--- src/core/pal_pkg.sv ---
// constants for the pointer add literal execution block
// assumes a 16-bit instruction word and 12-bit indirect pointers
`default_nettype none
package pal_pkg;
  localparam int          PTR_W          = 12;
  localparam int          PC_W           = 21;
  localparam int          INSN_W         = 16;
  localparam int          LIT_W          = 6;
  localparam int          SEL_W          = 2;
  localparam int          NUM_PTR        = 3;
  localparam int          OPC_HI         = 15;
  localparam int          OPC_LO         = 8;
  localparam int          SEL_HI         = 7;
  localparam int          SEL_LO         = 6;
  localparam int          LIT_HI         = 5;
  localparam int          LIT_LO         = 0;
  localparam logic [7:0]  OPC_PTR_ADD    = 8'hE8;
  localparam logic [1:0]  SEL_RETURN     = 2'h3;
  localparam logic [1:0]  SEL_PTR_TWO    = 2'h2;
  localparam logic [PTR_W-1:0] PTR_RESET = 12'h000;
  localparam logic [PC_W-1:0]  PC_RESET  = 21'h00000;

  typedef enum logic [1:0] {
    PAL_EXEC  = 2'b01,
    PAL_FLUSH = 2'b10
  } pal_phase_t;
endpackage : pal_pkg
`default_nettype wire

--- src/core/pal_exec.sv ---
// execution of pointer add literal and pointer two add and return
// assumes insn_valid marks a fetched word that executes this cycle
`default_nettype none
module pal_exec
  import pal_pkg::*;
(
  input  wire logic                          clock,
  input  wire logic                          rst,
  input  wire logic                          insn_valid,
  input  wire logic [pal_pkg::INSN_W-1:0]    insn,
  input  wire logic [pal_pkg::PC_W-1:0]      return_stack_top,
  input  wire logic                          pc_load_en_in,
  input  wire logic [pal_pkg::PC_W-1:0]      pc_load_val,
  output logic                               insn_taken,
  output logic                               fetch_stall,
  output logic                               return_stack_pop,
  output logic                               status_write_en,
  output logic      [pal_pkg::PTR_W-1:0]     indirect_pointer_0,
  output logic      [pal_pkg::PTR_W-1:0]     indirect_pointer_1,
  output logic      [pal_pkg::PTR_W-1:0]     indirect_pointer_two,
  output logic      [pal_pkg::PC_W-1:0]      pc,
  output logic                               pc_reloaded
);
  import pal_pkg::*;

  typedef struct packed {
    pal_phase_t              phase;
    logic [PTR_W-1:0]        ptr0;
    logic [PTR_W-1:0]        ptr1;
    logic [PTR_W-1:0]        ptr2;
    logic [PC_W-1:0]         pc;
    logic                    reloaded;
  } pal_state_t;

  pal_state_t        state;
  pal_state_t        next_state;
  logic              is_ptr_add;
  logic [SEL_W-1:0]  sel;
  logic [LIT_W-1:0]  lit;
  logic [PTR_W-1:0]  chosen;
  logic [PTR_W-1:0]  sum;

  assign is_ptr_add = insn_valid && (state.phase == PAL_EXEC) && (insn[OPC_HI:OPC_LO] == OPC_PTR_ADD);
  assign sel        = insn[SEL_HI:SEL_LO];
  assign lit        = insn[LIT_HI:LIT_LO];

  always_comb
  begin
    unique case (sel)
      2'h0:    chosen = state.ptr0;
      2'h1:    chosen = state.ptr1;
      default: chosen = state.ptr2;
    endcase
  end

  pal_adder u_adder
  (
    .ptr_in  (chosen),
    .literal (lit),
    .sum     (sum)
  );

  always_comb
  begin
    next_state          = state;
    next_state.reloaded = 1'b0;
    unique case (state.phase)
      PAL_EXEC:
      begin
        if (is_ptr_add)
        begin
          unique case (sel)
            2'h0: next_state.ptr0 = sum;
            2'h1: next_state.ptr1 = sum;
            2'h2: next_state.ptr2 = sum;
            default:
            begin
              next_state.ptr2     = sum;
              next_state.pc       = return_stack_top;
              next_state.reloaded = 1'b1;
              next_state.phase    = PAL_FLUSH;
            end
          endcase
        end
        else if (pc_load_en_in)
        begin
          next_state.pc = pc_load_val;
        end
      end
      PAL_FLUSH:
      begin
        next_state.phase = PAL_EXEC;
      end
      default:
      begin
        next_state.phase = PAL_EXEC;
      end
    endcase
  end

  always_ff @(posedge clock)
  begin
    if (rst)
    begin
      state.phase    <= PAL_EXEC;
      state.ptr0     <= PTR_RESET;
      state.ptr1     <= PTR_RESET;
      state.ptr2     <= PTR_RESET;
      state.pc       <= PC_RESET;
      state.reloaded <= 1'b0;
    end
    else
    begin
      state <= next_state;
    end
  end

  assign insn_taken           = is_ptr_add;
  assign fetch_stall          = (state.phase == PAL_FLUSH);
  assign return_stack_pop     = is_ptr_add && (sel == SEL_RETURN);
  assign status_write_en      = 1'b0;
  assign indirect_pointer_0   = state.ptr0;
  assign indirect_pointer_1   = state.ptr1;
  assign indirect_pointer_two = state.ptr2;
  assign pc                   = state.pc;
  assign pc_reloaded          = state.reloaded;
endmodule : pal_exec
`default_nettype wire

--- src/core/pal_adder.sv ---
// full-width pointer adder with a zero-extended literal
// assumes purely combinational use by the execution block
`default_nettype none
module pal_adder
  import pal_pkg::*;
(
  input  wire logic [pal_pkg::PTR_W-1:0] ptr_in,
  input  wire logic [pal_pkg::LIT_W-1:0] literal,
  output logic      [pal_pkg::PTR_W-1:0] sum
);
  import pal_pkg::*;

  assign sum = ptr_in + {{(PTR_W-LIT_W){1'b0}}, literal};
endmodule : pal_adder
`default_nettype wire

--- config.mk ---
export PLATFORM = sky130hd
export DESIGN_NAME = pal_exec
export DESIGN_NICKNAME = d
export VERILOG_FILES = /design/src/core/pal_pkg.sv /design/src/core/pal_exec.sv /design/src/core/pal_adder.sv
export SDC_FILE = /design/constraint.sdc
export NUM_CORES = 1
export LEC_CHECK = 0
export BUFFER_PORTS_ARGS = -buffer_cell sky130_fd_sc_hd__buf_2
export CAP_MARGIN = 20
export CORE_AREA = 2 2 78 117
export DETAILED_ROUTE_END_ITERATION = 6
export DIE_AREA = 0 0 80 119
export PLACE_DENSITY = 0.7
export SLEW_MARGIN = 25
export SYNTH_ARGS = -nofsm -noshare
export SYNTH_HDL_FRONTEND = slang
export SYNTH_SLANG_ARGS = --single-unit
--- constraint.sdc ---
create_clock -name clock -period 2.9 [get_ports clock]
set_clock_uncertainty 0.15 [all_clocks]
set_input_delay 0.29 -clock clock [delete_from_list [all_inputs] [get_ports clock]]
set_output_delay 0.29 -clock clock [all_outputs]
set_load 0.05 [all_outputs]
==> impl_results.md <==
* H-tree depth at 3
* DP Area at about 3800 µm²
* CP max stage cell: or3_1
* Antenna-violating nets left at 0
* Clock buffer depth at 2
* Synthesized area at 3490 µm²
* Fmax at approximately 380 MHz
* Internal power at between 1.5 and 2 mW
* Layout Cells excl Fill at around 600
* Final period util at a little over 90%
* Detailed Routing Iterations Pass 1 at 4
* CP Class: register to output port
* Psw at approximately 0.53 mW
* Clk slew on worst S/H paths at ~50 ps
* Die area at roughly 9500 µm²
* Hold buffer count at cts at 0
* Vias in the first global route at 2785
* Row count at 42
* Seq cells post-synth at 60
* Unique masters post-synth at 48
* Combinational group share of total power at 12.0%
* Final wirelength at 8760 µm
* Post-synthesis instance total at 406
* DP Wirelength at 6670 µm
* Met2 WL at 4360 µm
* Post-cts sizing count at 0
* Buffers added on ports at around 120
* Final min period at between 2000 and 3000 ps
* Placed instance count at 568
* Top delay family on crit path: simple AND/OR/NAND/NOR gates
* Power Total at around 2.1 mW
* GRT overflow at 0
* Cell Chain, Critical Path: nand4b_1 > or3_1 > nor2_2 > nand2_1 > inv_1 > buf_2
* Critical path arrival at between 2000 and 2500 ps
* Io pins at between 100 and 150
* Routability congestion estimate at around 0.86
* Avg WL per Cell at roughly 15 µm
* Final setup fails at 0
* CTS tree: built
* Initial core utilization at 40.5%
* Max-slew violations at 0
* Hold_ws at around 200 ps
* 1st-iter DRT viols at a little over 70
* Status: finished clean
* Uppermost layer routed: met4
* Largest net degree at the start of global routing at 39
* Die Height at between 100 and 150 µm
* Fin area at 4060 µm²
* WP data required at between 2000 and 2500 ps
* Post-synthesis sequential area ratio at between 30% and 40%
* Setup crit end kind: output port
* Worst vdd ir at 0.359 mV
* TritonCTS buffer count at 9
* Root Buffer Master: clkbuf_16
* Ant. Diodes at 0
* Leakage power at ~1.8 nW
* Tot GR Track Use at around a fifth
* CORE AREA at 8620 µm²
* Worst-Skew Late Latency at 330 ps
* Hold Vio Cnt, Final at 0
* HP Start: return_stack_top[19]
* Area delta synth->final at 16.2%
* Post-CTS setup buffers at 0
* Setup WS pre-CTS at approximately 170 ps
* Synth warn at 0
* PnR worst setup slack at between 200 and 300 ps
* Worst reg2reg startpoint: indirect_pointer_1[1]
* Vias at 2952
* Max cap viols at 0
* Actual slew at the worst max-slew pin at a little over 500 ps
* Bufs and invs on worst path at 2
* Crit Path Max Fanout at 9
* Wire length on met3 at 648 µm
* First-pass GRT wire length at roughly 14000 µm
* CP Launch Point: state[59]
* Syn_area_per_cell at roughly 8.6 µm²
* Initial antenna violation count at 0
* Die width at 80 µm
* Setup total negative slack at 0 ps
* Final net count at between 500 and 600
* Share of layout cells above drive strength 1 at between 30 and 40%
* HP Class: input port to register
* Syn nets at approximately 480
* Worst rel slew slack at roughly two thirds
* Unrepaired setup endpoints after global routing: no
* PD cells at about 520 nW/µm²
* Final Util at between 40% and 50%
* Vias per cell at 5.05
* Clk network pwr share at 47.4%
* TritonCTS Sinks at 60
* Switch share at ~25%
* Met1 Wirelength at about 3400 µm
* Critical path launch point type: register
* Worst path max stage delay at approximately 620 ps
* Sequential share of power at about two fifths
* DRC viols at 0
[power by group through the flow]
| stage | Combinational (mW) | Clock [mW] | Sequential, mW |
|---|---|---|---|
| detailed placement | 0.253 | 0 | 0.872 |
| global route | 0.272 | 1.06 | 0.857 |
| floorplan | 0.206 | 0 | 0.871 |
| CTS | 0.254 | 1.02 | 0.856 |
| global placement | 0.251 | 0 | 0.872 |
| finish | 0.253 | 0.999 | 0.856 |
[state kept, by name (all words and copies together) (netlist names)]
signal,flops
indirect_pointer_two,12
indirect_pointer_1,12
pc_reloaded,1
pc,21
state,2
indirect_pointer_0,12
[cells in the mapped netlist, drive strengths merged]
cell type	count	area share [%]
a211oi	31	9.3
a21bo	1	0.29
a21o	1	0.22
a21oi	27	4.0
a22oi	21	4.5
and2b	1	0.22
and3	2	0.50
and4	1	0.25
buf	68	15
clkbuf	14	1.5
clkinv	1	0.11
conb	1	0.11
dfxtp	60	34
fa	1	0.57
ha	6	2.2
inv	6	0.72
mux2	3	0.97
mux2i	12	3.4
nand2	47	5.3
nand2b	2	0.36
nand3	5	0.72
nand4	3	0.54
nand4b	2	0.50
nor2	49	5.3
nor2b	1	0.18
nor3	6	1.0
nor3b	2	0.90
nor4	1	0.61
nor4b	1	0.43
o211ai	1	0.22
o21a	1	0.22
o21ai	9	1.3
o41a	1	0.32
or3	4	0.86
xnor2	8	2.0
xor2	6	1.5
[worst paths after layout]
check | end | slack, ps | cells past startpoint
max | return_stack_pop | 270 | 6
min | pc[19] | 190 | 3
max reg2reg | indirect_pointer_0[8] | 300 | 10
min reg2reg | indirect_pointer_0[4] | 320 | 2
[placed cells by master, fill, tap and decap left out, types with 2 or more instances in the layout]
cell,count
a211oi_1,12
a211oi_2,19
a21oi_1,26
a22oi_1,21
buf_2,122
buf_4,12
clkbuf_1,3
clkbuf_16,9
clkbuf_8,3
dfxtp_1,60
ha_1,6
inv_1,5
mux2_2,2
mux2i_1,12
nand2_1,46
nand2b_1,2
nand3_1,5
nand4_1,3
nand4b_1,2
nor2_1,48
nor3_1,5
o21ai_0,9
or3_1,3
xnor2_1,8
xor2_1,6
[area by class of cell]
class,instances,area [µm²]
Inverter,7,28.8
Tap cell,110,138
Clock buffer,15,278
Timing Repair Buffer,134,701
Clock inverter,1,5.00
Sequential cell,60,1200
Multi-Input combinational cell,257,1710
Fill cell,830,4560
[worst reg2reg max path, cell delays in order (launching register included)]
cell,delay (ps)
dfxtp_1,400
mux2i_1,100
o21ai_0,210
inv_1,100
fa_1,430
nand2b_1,170
a21oi_1,160
a211oi_2,100
nor3_1,250
xor2_1,280
a211oi_1,120
[routing by layer]
metal  vias to the layer above  global-route usage, %
met5                         -                      0
met4                         0                   9.75
met3                        23                   5.98
met2                       120                   32.9
met1                      1329                   19.6
li1                       1480                      -
[cell families after synthesis]
| kind of cell | synth area share, % |
|---|---|
| compound gates | 20.3 |
| xor+xnor | 3.51 |
| fa+ha+maj | 2.72 |
| buf+inv | 16.9 |
| flops | 34.4 |
| mux | 4.41 |
| other cells | 0.107 |
| simple gates | 17.7 |
(Power assumes the default switching activity.)
